## config.mk

```make
export PLATFORM = sky130hd
export DESIGN_NAME = csfl_status_flags
export DESIGN_NICKNAME = d
export VERILOG_FILES = /design/src/csfl_pkg.sv /design/src/csfl_flag_calc.sv /design/src/csfl_priority.sv /design/src/csfl_status_flags.sv
export SDC_FILE = /design/constraint.sdc
export NUM_CORES = 1
export LEC_CHECK = 0
export BUFFER_PORTS_ARGS = -buffer_cell sky130_fd_sc_hd__buf_2
export CORE_MARGIN = 2
export CORE_UTILIZATION = 35
export DETAILED_ROUTE_END_ITERATION = 8
export PLACE_DENSITY = 0.7
export SYNTH_ARGS = -nofsm -noshare
export SYNTH_HDL_FRONTEND = slang
export SYNTH_HIERARCHICAL = 1
export SYNTH_SLANG_ARGS = --single-unit
```

## constraint.sdc

```tcl
create_clock -name clock -period 4.1 [get_ports clock]
set_input_delay 0.205 -clock clock [delete_from_list [all_inputs] [get_ports clock]]
set_output_delay 0.205 -clock clock [all_outputs]
set_load 0.01 [all_outputs]
```

## src/csfl_pkg.sv

```systemverilog
// shared constants for the cpu status flag logic
package csfl_pkg;

   // ----------------------------------------------------------------
   // register byte addresses
   // ----------------------------------------------------------------
   localparam int          ADDR_W          = 12;
   localparam logic [11:0] OFS_STATUS      = 12'h000;
   localparam logic [11:0] OFS_CORE_CTRL   = 12'h004;
   localparam logic [11:0] OFS_INT_CTRL    = 12'h008;

   // ----------------------------------------------------------------
   // status register fields
   // ----------------------------------------------------------------
   localparam int ST_C       = 0;
   localparam int ST_Z       = 1;
   localparam int ST_OV      = 2;
   localparam int ST_N       = 3;
   localparam int ST_RA      = 4;
   localparam int ST_PRIO_LO = 5;
   localparam int ST_DC      = 8;
   localparam logic [15:0] ST_RESET = 16'h0000;

   // ----------------------------------------------------------------
   // core control fields
   // ----------------------------------------------------------------
   localparam int CC_PRIO_TOP = 3;
   localparam int CC_LOOP_LO  = 8;
   localparam logic [15:0] CC_RW_MASK = 16'h18f7;
   localparam logic [15:0] CC_RESET   = 16'h0020;

   // ----------------------------------------------------------------
   // interrupt control fields
   // ----------------------------------------------------------------
   localparam int IC_NEST_DIS = 15;
   localparam logic IC_NEST_DIS_RESET = 1'b0;

   // ----------------------------------------------------------------
   // flag update mask positions
   // ----------------------------------------------------------------
   localparam int FM_C  = 0;
   localparam int FM_Z  = 1;
   localparam int FM_OV = 2;
   localparam int FM_N  = 3;
   localparam int FM_DC = 4;
   localparam int FM_W  = 5;

   // ----------------------------------------------------------------
   // priority
   // ----------------------------------------------------------------
   localparam logic [2:0] IPL_LO_MAX = 3'h7;

endpackage : csfl_pkg

```

## src/csfl_flag_calc.sv

```systemverilog
// adder with result flags for byte and word operations
module csfl_flag_calc
   import csfl_pkg::*;
#(
   parameter int WIDTH = 16
) (
   // operands
   input  wire logic [WIDTH-1:0] operand_a,
   input  wire logic [WIDTH-1:0] operand_b,
   input  wire logic             carry_in,
   input  wire logic             subtract,
   input  wire logic             byte_mode,
   // result and flags
   output logic      [WIDTH-1:0] result,
   output logic                  flag_c,
   output logic                  flag_z,
   output logic                  flag_ov,
   output logic                  flag_n,
   output logic                  flag_dc
);
   localparam int HB = WIDTH / 2;
   localparam int QB = WIDTH / 4;

   logic [WIDTH-1:0] b_eff;
   logic [WIDTH:0]   sum;
   logic [HB:0]      sum_half;
   logic [QB:0]      sum_quarter;
   logic             msb_a;
   logic             msb_b;
   logic             msb_r;
   logic             res_zero;

   // subtraction is a + ~b + carry, so carry means no borrow
   assign b_eff       = subtract ? ~operand_b : operand_b;
   assign sum         = {1'b0, operand_a} + {1'b0, b_eff} + {{WIDTH{1'b0}}, carry_in};
   assign sum_half    = {1'b0, operand_a[HB-1:0]} + {1'b0, b_eff[HB-1:0]}
                        + {{HB{1'b0}}, carry_in};
   assign sum_quarter = {1'b0, operand_a[QB-1:0]} + {1'b0, b_eff[QB-1:0]}
                        + {{QB{1'b0}}, carry_in};
   assign result      = sum[WIDTH-1:0];

   assign msb_a    = byte_mode ? operand_a[HB-1] : operand_a[WIDTH-1];
   assign msb_b    = byte_mode ? b_eff[HB-1]     : b_eff[WIDTH-1];
   assign msb_r    = byte_mode ? sum[HB-1]       : sum[WIDTH-1];
   assign res_zero = byte_mode ? (sum[HB-1:0] == '0) : (sum[WIDTH-1:0] == '0);

   assign flag_c  = byte_mode ? sum_half[HB] : sum[WIDTH];          // [RL11]
   assign flag_dc = byte_mode ? sum_quarter[QB] : sum_half[HB];     // [RL1]
   assign flag_n  = msb_r;                                          // [RL8]
   assign flag_ov = (msb_a == msb_b) && (msb_r != msb_a);           // [RL9]
   assign flag_z  = res_zero;

endmodule // csfl_flag_calc

```

## src/csfl_priority.sv

```systemverilog
// forms the four-bit cpu priority level and the user interrupt block
module csfl_priority
   import csfl_pkg::*;
(
   // priority bits
   input  wire logic       top_bit,
   input  wire logic [2:0] low_bits,
   // combined view
   output logic      [3:0] level,
   output logic            user_block
);
   assign level      = {top_bit, low_bits};                         // [RL4] [RL2]
   assign user_block = top_bit | (low_bits == IPL_LO_MAX);          // [RL5] [RL3]

endmodule // csfl_priority

```

## src/csfl_status_flags.sv

```systemverilog
// cpu status flags, priority level and core control registers on apb
// How it works
// (RL1) half carry is carry out of bit 4 for bytes, bit 8 for words.
// (RL2) three priority bits give the level 0 to 7 in plain binary.
// (RL3) low priority bits all ones means level 7 and no user interrupts.
// (RL4) top priority bit sits above the low three, giving levels 8 to 15.
// (RL5) top priority bit set blocks all user interrupts.
// (RL6) nesting disable set makes the low priority bits ignore software writes.
// (RL7) repeat active reads one only while a repeat loop runs.
// (RL8) negative flag follows the sign of an affecting result.
// (RL9) overflow flag marks a wrong sign flip in signed arithmetic.
// (RL10) zero flag set by zero result outside sticky mode, cleared by a later non-zero one or a status write.
// (RL11) carry flag is the carry out of the result's top bit.
// (RL12) top priority bit reads one exactly when priority is above 7.
// (RL13) unaffected flags hold; affected flags update with the result write.
module csfl_status_flags
   import csfl_pkg::*;
#(
   parameter int WIDTH = 16
) (
   // clock and reset
   input  wire logic                      clock,
   input  wire logic                      rstn,
   // apb slave
   input  wire logic                      psel,
   input  wire logic                      penable,
   input  wire logic                      pwrite,
   input  wire logic [csfl_pkg::ADDR_W-1:0] paddr,
   input  wire logic [31:0]               pwdata,
   output logic      [31:0]               prdata,
   output logic                           pready,
   output logic                           pslverr,
   // execution datapath
   input  wire logic                      alu_update,
   input  wire logic [csfl_pkg::FM_W-1:0] alu_flag_mask,
   input  wire logic                      alu_subtract,
   input  wire logic                      alu_use_carry,
   input  wire logic                      alu_zero_sticky,
   input  wire logic                      alu_byte_mode,
   input  wire logic [WIDTH-1:0]          alu_operand_a,
   input  wire logic [WIDTH-1:0]          alu_operand_b,
   output logic      [WIDTH-1:0]          alu_result,
   input  wire logic                      repeat_active_in,
   input  wire logic [2:0]                loop_nesting_level,
   input  wire logic                      ipl_load,
   input  wire logic [3:0]                ipl_load_value,
   // status towards the core
   output logic      [3:0]                priority_level,
   output logic                           user_irq_block,
   output logic                           nesting_disable_bit,
   output logic      [15:0]               cpu_status_flags
);

   // ----------------------------------------------------------------
   // state
   // ----------------------------------------------------------------
   logic        c_r,  c_nxt;
   logic        z_r,  z_nxt;
   logic        ov_r, ov_nxt;
   logic        n_r,  n_nxt;
   logic        dc_r, dc_nxt;
   logic        ra_r;
   logic [2:0]  ipl_lo_r, ipl_lo_nxt;
   logic        ipl_top_r, ipl_top_nxt;
   logic [15:0] cc_rw_r, cc_rw_nxt;
   logic        nest_dis_r, nest_dis_nxt;

   // ----------------------------------------------------------------
   // apb decode
   // ----------------------------------------------------------------
   wire logic setup_ph   = psel & ~penable;
   wire logic sw_write   = psel & penable & pready & pwrite;
   wire logic hit_status = (paddr == OFS_STATUS);
   wire logic hit_core   = (paddr == OFS_CORE_CTRL);
   wire logic hit_int    = (paddr == OFS_INT_CTRL);
   wire logic hit_any    = hit_status | hit_core | hit_int;
   wire logic wr_status  = sw_write & hit_status & ~pslverr;
   wire logic wr_core    = sw_write & hit_core & ~pslverr;
   wire logic wr_int     = sw_write & hit_int & ~pslverr;

   // ----------------------------------------------------------------
   // flag arithmetic
   // ----------------------------------------------------------------
   logic [WIDTH-1:0] calc_result;
   logic             calc_c;
   logic             calc_z;
   logic             calc_ov;
   logic             calc_n;
   logic             calc_dc;
   wire logic        carry_in = alu_use_carry ? c_r : alu_subtract;

   csfl_flag_calc #(
      .WIDTH     (WIDTH)
   ) u_calc (
      .operand_a (alu_operand_a),
      .operand_b (alu_operand_b),
      .carry_in  (carry_in),
      .subtract  (alu_subtract),
      .byte_mode (alu_byte_mode),
      .result    (calc_result),
      .flag_c    (calc_c),
      .flag_z    (calc_z),
      .flag_ov   (calc_ov),
      .flag_n    (calc_n),
      .flag_dc   (calc_dc)
   );

   // the datapath wins over a software write to the same flag in one cycle
   function automatic logic flag_next(input logic cur, input logic hw_en,
                                      input logic hw_val, input logic sw_en,
                                      input logic sw_val);
      flag_next = hw_en ? hw_val : (sw_en ? sw_val : cur);
   endfunction

   wire logic upd_c  = alu_update & alu_flag_mask[FM_C];
   wire logic upd_z  = alu_update & alu_flag_mask[FM_Z];
   wire logic upd_ov = alu_update & alu_flag_mask[FM_OV];
   wire logic upd_n  = alu_update & alu_flag_mask[FM_N];
   wire logic upd_dc = alu_update & alu_flag_mask[FM_DC];

   // sticky mode lets chained multi-word ops only ever clear zero
   wire logic z_hw = alu_zero_sticky ? (z_r & calc_z) : calc_z;    // [RL10]

   assign c_nxt  = flag_next(c_r,  upd_c,  calc_c,  wr_status, pwdata[ST_C]);   // [RL11] [RL13]
   assign z_nxt  = flag_next(z_r,  upd_z,  z_hw,    wr_status, pwdata[ST_Z]);   // [RL10] [RL13]
   assign ov_nxt = flag_next(ov_r, upd_ov, calc_ov, wr_status, pwdata[ST_OV]);  // [RL9] [RL13]
   assign n_nxt  = flag_next(n_r,  upd_n,  calc_n,  wr_status, pwdata[ST_N]);   // [RL8] [RL13]
   assign dc_nxt = flag_next(dc_r, upd_dc, calc_dc, wr_status, pwdata[ST_DC]);  // [RL1] [RL13]

   // ----------------------------------------------------------------
   // priority level
   // ----------------------------------------------------------------
   wire logic ipl_lo_sw = wr_status & ~nest_dis_r;                  // [RL6]

   // a core load wins over software so an entry level is never lost
   assign ipl_lo_nxt  = ipl_load  ? ipl_load_value[2:0] :
                        ipl_lo_sw ? pwdata[ST_PRIO_LO +: 3] : ipl_lo_r;
   // software may only clear the top bit; the core sets it on a load
   assign ipl_top_nxt = ipl_load ? ipl_load_value[3] :
                        (wr_core & ~pwdata[CC_PRIO_TOP]) ? 1'b0 : ipl_top_r;   // [RL12]

   logic [3:0] level_nxt;
   logic       block_nxt;

   csfl_priority u_prio (
      .top_bit    (ipl_top_nxt),
      .low_bits   (ipl_lo_nxt),
      .level      (level_nxt),
      .user_block (block_nxt)
   );

   // ----------------------------------------------------------------
   // control registers
   // ----------------------------------------------------------------
   // loop level and top bit are merged in at read time, never stored from pwdata
   assign cc_rw_nxt    = wr_core ? (pwdata[15:0] & CC_RW_MASK) : cc_rw_r;
   assign nest_dis_nxt = wr_int  ? pwdata[IC_NEST_DIS] : nest_dis_r;

   // ----------------------------------------------------------------
   // read views
   // ----------------------------------------------------------------
   wire logic [15:0] status_view = {7'h00, dc_r, ipl_lo_r, ra_r, n_r, ov_r, z_r, c_r};
   wire logic [15:0] status_nxt  = {7'h00, dc_nxt, ipl_lo_nxt, repeat_active_in,
                                    n_nxt, ov_nxt, z_nxt, c_nxt};
   wire logic [15:0] core_view   = cc_rw_r
                                   | {5'h00, loop_nesting_level, 8'h00}
                                   | {12'h000, ipl_top_r, 3'h0};
   // only the nesting disable bit lives in the interrupt control word
   wire logic [15:0] int_view    = {nest_dis_r, 15'h0000};
   wire logic [15:0] read_mux    = hit_status ? status_view :
                                   hit_core   ? core_view   :
                                   hit_int    ? int_view    : 16'h0000;

   // ----------------------------------------------------------------
   // flip-flops
   // ----------------------------------------------------------------
   always_ff @(posedge clock or negedge rstn) begin
      if (!rstn) begin
         c_r        <= ST_RESET[ST_C];
         z_r        <= ST_RESET[ST_Z];
         ov_r       <= ST_RESET[ST_OV];
         n_r        <= ST_RESET[ST_N];
         dc_r       <= ST_RESET[ST_DC];
         ra_r       <= ST_RESET[ST_RA];
         ipl_lo_r   <= ST_RESET[ST_PRIO_LO +: 3];
         ipl_top_r  <= CC_RESET[CC_PRIO_TOP];
         cc_rw_r    <= CC_RESET;
         nest_dis_r <= IC_NEST_DIS_RESET;
      end else begin
         c_r       <= c_nxt;
         z_r       <= z_nxt;
         ov_r      <= ov_nxt;
         n_r       <= n_nxt;
         dc_r      <= dc_nxt;
         ra_r      <= repeat_active_in;                              // [RL7]
         ipl_lo_r  <= ipl_lo_nxt;
         ipl_top_r <= ipl_top_nxt;
         cc_rw_r   <= cc_rw_nxt;
         nest_dis_r <= nest_dis_nxt;
      end
   end

   // status outputs towards the core are registered copies taken from the same next values
   // read data freeze at setup: a flag update in that cycle shows on the next read
   always_ff @(posedge clock or negedge rstn) begin
      if (!rstn) begin
         prdata              <= 32'h0000_0000;
         pready              <= 1'b0;
         pslverr             <= 1'b0;
         alu_result          <= '0;
         priority_level      <= 4'h0;
         user_irq_block      <= 1'b0;
         nesting_disable_bit <= IC_NEST_DIS_RESET;
         cpu_status_flags    <= ST_RESET;
      end else begin
         prdata              <= setup_ph ? {16'h0000, read_mux} : prdata;
         pready              <= setup_ph;
         pslverr             <= setup_ph & ~hit_any;
         alu_result          <= alu_update ? calc_result : alu_result;
         priority_level      <= level_nxt;                           // [RL4]
         user_irq_block      <= block_nxt;                           // [RL3] [RL5]
         nesting_disable_bit <= nest_dis_nxt;
         cpu_status_flags    <= status_nxt;
      end
   end

   // ----------------------------------------------------------------
   // assertions
   // ----------------------------------------------------------------
   property p_dc_update;
      @(posedge clock) disable iff (!rstn)
      (alu_update && alu_flag_mask[FM_DC]) |=> (dc_r == $past(calc_dc));
   endproperty
   a_dc_update: assert property (p_dc_update) else $error("half carry not updated"); // [RL1]

   property p_level_encode;
      @(posedge clock) disable iff (!rstn)
      ipl_load |=> (priority_level == $past(ipl_load_value))
                   && ({ipl_top_r, ipl_lo_r} == priority_level);
   endproperty
   a_level_encode: assert property (p_level_encode) else $error("priority level mismatch"); // [RL2]

   property p_level7_block;
      @(posedge clock) disable iff (!rstn)
      (ipl_lo_nxt == 3'h7) |=> user_irq_block && (priority_level[2:0] == 3'h7);
   endproperty
   a_level7_block: assert property (p_level7_block) else $error("level 7 not blocking"); // [RL3]

   property p_top_level;
      @(posedge clock) disable iff (!rstn)
      ipl_top_nxt |=> (priority_level >= 4'h8);
   endproperty
   a_top_level: assert property (p_top_level) else $error("top bit level below 8"); // [RL4]

   property p_top_block;
      @(posedge clock) disable iff (!rstn)
      ipl_top_r |-> user_irq_block;
   endproperty
   a_top_block: assert property (p_top_block) else $error("top bit without block"); // [RL5]

   property p_nest_lock;
      @(posedge clock) disable iff (!rstn)
      (nest_dis_r && !ipl_load) |=> $stable(ipl_lo_r);
   endproperty
   a_nest_lock: assert property (p_nest_lock) else $error("priority written while locked"); // [RL6]

   property p_repeat_flag;
      @(posedge clock) disable iff (!rstn)
      repeat_active_in |=> cpu_status_flags[ST_RA] && ra_r;
   endproperty
   a_repeat_flag: assert property (p_repeat_flag) else $error("repeat flag missing"); // [RL7]

   property p_neg_ov;
      @(posedge clock) disable iff (!rstn)
      (alu_update && alu_flag_mask[FM_N] && alu_flag_mask[FM_OV])
      |=> (n_r == $past(calc_n)) && (ov_r == $past(calc_ov));
   endproperty
   a_neg_ov: assert property (p_neg_ov) else $error("negative or overflow wrong"); // [RL8] [RL9]

   property p_zero_clear;
      @(posedge clock) disable iff (!rstn)
      (alu_update && alu_flag_mask[FM_Z] && !calc_z) |=> !z_r;
   endproperty
   a_zero_clear: assert property (p_zero_clear) else $error("zero not cleared"); // [RL10]

   property p_carry;
      @(posedge clock) disable iff (!rstn)
      (alu_update && alu_flag_mask[FM_C]) |=> (c_r == $past(calc_c));
   endproperty
   a_carry: assert property (p_carry) else $error("carry not updated"); // [RL11]

   property p_top_read;
      @(posedge clock) disable iff (!rstn)
      1'b1 |-> (core_view[CC_PRIO_TOP] == (priority_level > 4'h7));
   endproperty
   a_top_read: assert property (p_top_read) else $error("top bit read wrong"); // [RL12]

   property p_hold;
      @(posedge clock) disable iff (!rstn)
      (!alu_update && !wr_status) |=> $stable({c_r, z_r, ov_r, n_r, dc_r});
   endproperty
   a_hold: assert property (p_hold) else $error("flag changed without cause"); // [RL13]

endmodule // csfl_status_flags

```

==> out/metrics.csv <==
metric,value,unit
Placed Cells,635,
gr usage total,0.1754,
crit path kind,register to register,
CP Max Fanout,5,
Port Buf Inserts,126,
Seq cells post-synth,57,
via count,3344,
yosys warns,6,
first-pass GRT wire length,15900,um
chip height,108.4,um
synthesized area,3817,um2
"IR drop worst, VDD",0.1682,mV
post-synthesis cell count,385,
Rel. slew slack,0.3157,
Max Clk Rate,258.6,MHz
register cell area after layout,1428,um2
gpl congestion,0.8976,
Synth area leader,dfrtp_1,
worst skew pair latency,0.34,ns
crit start category,register,
clk sinks,57,
GR Overflow Total,0,
fin util,0.4415,
initial antenna violation count,1,
total CTS buffers,9,
DR pass1 iterations,4,
Avg WL per Cell,15.83,um
power density cells,394.1,nW/um2
DRT antenna net count,0,
status,"finished, final reports clean",
Internal,1.258,mW
worst path required time,4.35,ns
max-cap violation count,0,
Clock Skew,0.01036,ns
sequential power share,0.363,
RSZ-0062 raised after global routing,false,
Sw Ratio,0.3274,
Crit. End Element,register,
Area Growth Syn to Fin,24.29,%
fin cells,654,
Remaining DRCs,0,
detailed-route wire length,10360,um
static leakage,2.298,nW
max-slew violation count,0,
Clock Power Share,0.319,
busiest layer in global routing,met2,
crit path DAT,4.12,ns
met1 Use GR,0.2219,
"Period Utilization, post-route",0.9433,
Antenna Cells,0,
via-per-instance ratio,5.113,
main area contributors after synthesis,"dfrtp_1 (37%), buf_4 (6.9%), mux2_2 (5.9%), ha_1 (4.9%), xor2_1 (3.9%)",
multi-input logic area,2172,um2
most frequent cells in the layout,"buf_2 (126), dfrtp_1 (56), nand2_1 (32), conb_1 (25), mux2_2 (20)",
syn_area_per_cell,9.915,um2
die width,108.4,um
Logic pwr share,0.319,
Nets,626,
Netlist cell types,67,
"EDFF count, synth",0,
H-tree Lvls,3,
Longest Clk Path Bufs,2,
share of the synthesized area in the top cell type,0.3671,
CTS tree,yes,
met3 Use GR,0.03195,
register area share after synthesis,0.3740,
root buf cell,clkbuf_8,
hpwl dp,7781,um
die area,11760,um2
FP Rows,38,
DP Worst Slack,-0.02173,ns
Hold Slack,0.02322,ns
Hold Fails Final Rpt,0,
Global Route met2 Usage,0.2911,
share of cells above drive strength 1,0.3911,
Period minus WS final,3.867,ns
Hold WC Path Type,input pin to async pin,
vias in the first global route,3293,
async set-reset flop share out of synthesis,1.000,
initial DRC count,174,
I/O Pins,172,
Worst-Margin Slew,1.018,ns
starting density of the core,0.3553,
final setup violation count,0,
final worst slack,0.2326,ns
Layout fillers,1056,
most frequently used flop master after synthesis,dfrtp_1,
Sw Pwr,0.6122,mW
largest net degree at the start of global routing,58,
"Reg clk slew, reported paths",0.07,ns
"commonest non-fill, non-tap cell in the layout",buf_2,
core area,10750,um2
overall power,1.870,mW
-- power groups by stage --
stage,Combinational [mW],Sequential [mW],Clock (mW)
6_report,0.596,0.678,0.596
5_1_grt,0.654,0.687,0.632
4_1_cts,0.583,0.679,0.611
3_5_place_dp,0.575,0.689,0
3_3_place_gp,0.562,0.685,0
2_1_floorplan,0.360,0.712,0
-- final timing paths --
check,from,to,slack [ns],cells after the start
min,rstn,alu_result[4]$_DFFE_PN0P_,0.02,2
max,cpu_status_flags[0]$_DFFE_PN0P_,cpu_status_flags[1]$_DFFE_PN0P_,0.23,12
min reg2reg,cpu_status_flags[4]$_DFF_PN0_,prdata[4]$_DFFE_PN0P_,0.48,2
min in group clock,loop_nesting_level[0],prdata[8]$_DFFE_PN0P_,0.08,3
max in group asynchronous,rstn,alu_result[0]$_DFFE_PN0P_,3.58,2
max reg2reg,cpu_status_flags[0]$_DFFE_PN0P_,cpu_status_flags[1]$_DFFE_PN0P_,0.23,12
-- metrics by stage --
| stage | setup TNS [ns] | area [um2] |
|---|---|---|
| global route | 0 | 4745 |
| floorplan | 0 | 3909 |
| global placement | 0 | 4466 |
| CTS | 0 | 4703 |
| detailed placement | -0.02173 | 4466 |
| finish | 0 | 4745 |
-- final cells by class --
type	instances	share of cell area
Multi-Input combinational cell	294	0.4578
Sequential cell	57	0.3009
Timing Repair Buffer	136	0.1493
Tap cell	140	0.03692
Clock buffer	11	0.02980
Clock inverter	5	0.01661
Inverter	11	0.008703
-- state kept, by name, summed over array words and instances, names as in the netlist --
register and count:
user_irq_block 1, ipl_lo_r 2, pready 1, nest_dis_r 1, ipl_top_r 1, cc_rw_r 9, priority_level 4, prdata 14
pslverr 1, alu_result 16, cpu_status_flags 7
-- layer usage --
layer | share of wire | wire [um] | up-vias
met4 | 0.022 | 232 | 2
met3 | 0.054 | 557 | 18
met1 | 0.44 | 4519 | 1625
met2 | 0.49 | 5040 | 109
li1 | - | - | 1590
met5 | 0.00068 | 7 | -
-- kinds of logic after synthesis --
logic type	synth area share
compound gates	0.1698
xor+xnor	0.04818
fa+ha+maj	0.05965
buf+inv	0.09439
flops	0.3740
mux	0.09702
other cells	0.0009823
simple gates	0.1560
-- cells in the mapped netlist, types with 3 or more instances --
cell type	count
or4_1	3
nand2_1	32
a41oi_1	3
ha_1	15
buf_4	35
xor2_1	17
o21ai_1	4
nand3_1	10
mux2_2	20
a21oi_1	11
clkbuf_1	7
nor3_1	9
dfrtp_1	56
a21o_1	3
a311oi_1	3
a22o_1	4
xnor2_1	4
nand2b_1	4
o21ai_0	19
o211ai_1	4
a22oi_1	10
and2_1	5
inv_1	11
nor4_1	6
or3_1	4
a31oi_1	5
o21bai_1	4
nor2_1	16
nor2b_1	5
mux2_4	9
-- critical path: stages (launching register included) --
cell and delay [ns]:
dfrtp_1 0.39, mux2_2 0.29, fa_2 0.42, fa_2 0.39
a211oi_4 0.34, nor2_1 0.11, o21ai_1 0.19, mux2_2 0.37
a2111oi_2 0.31, or4b_4 0.49, o32ai_2 0.25, nor2_1 0.08
nor3_1 0.15
-- timing repair --
item,CTS,global route
pin swaps,1,5
hold buffers,1,0
gates resized for setup,1,7
setup endpoints to repair,1,1
buffers inserted,0,2
endpoints found under the hold margin,1,0
No activity file was read; power rests on OpenSTA's default activity.
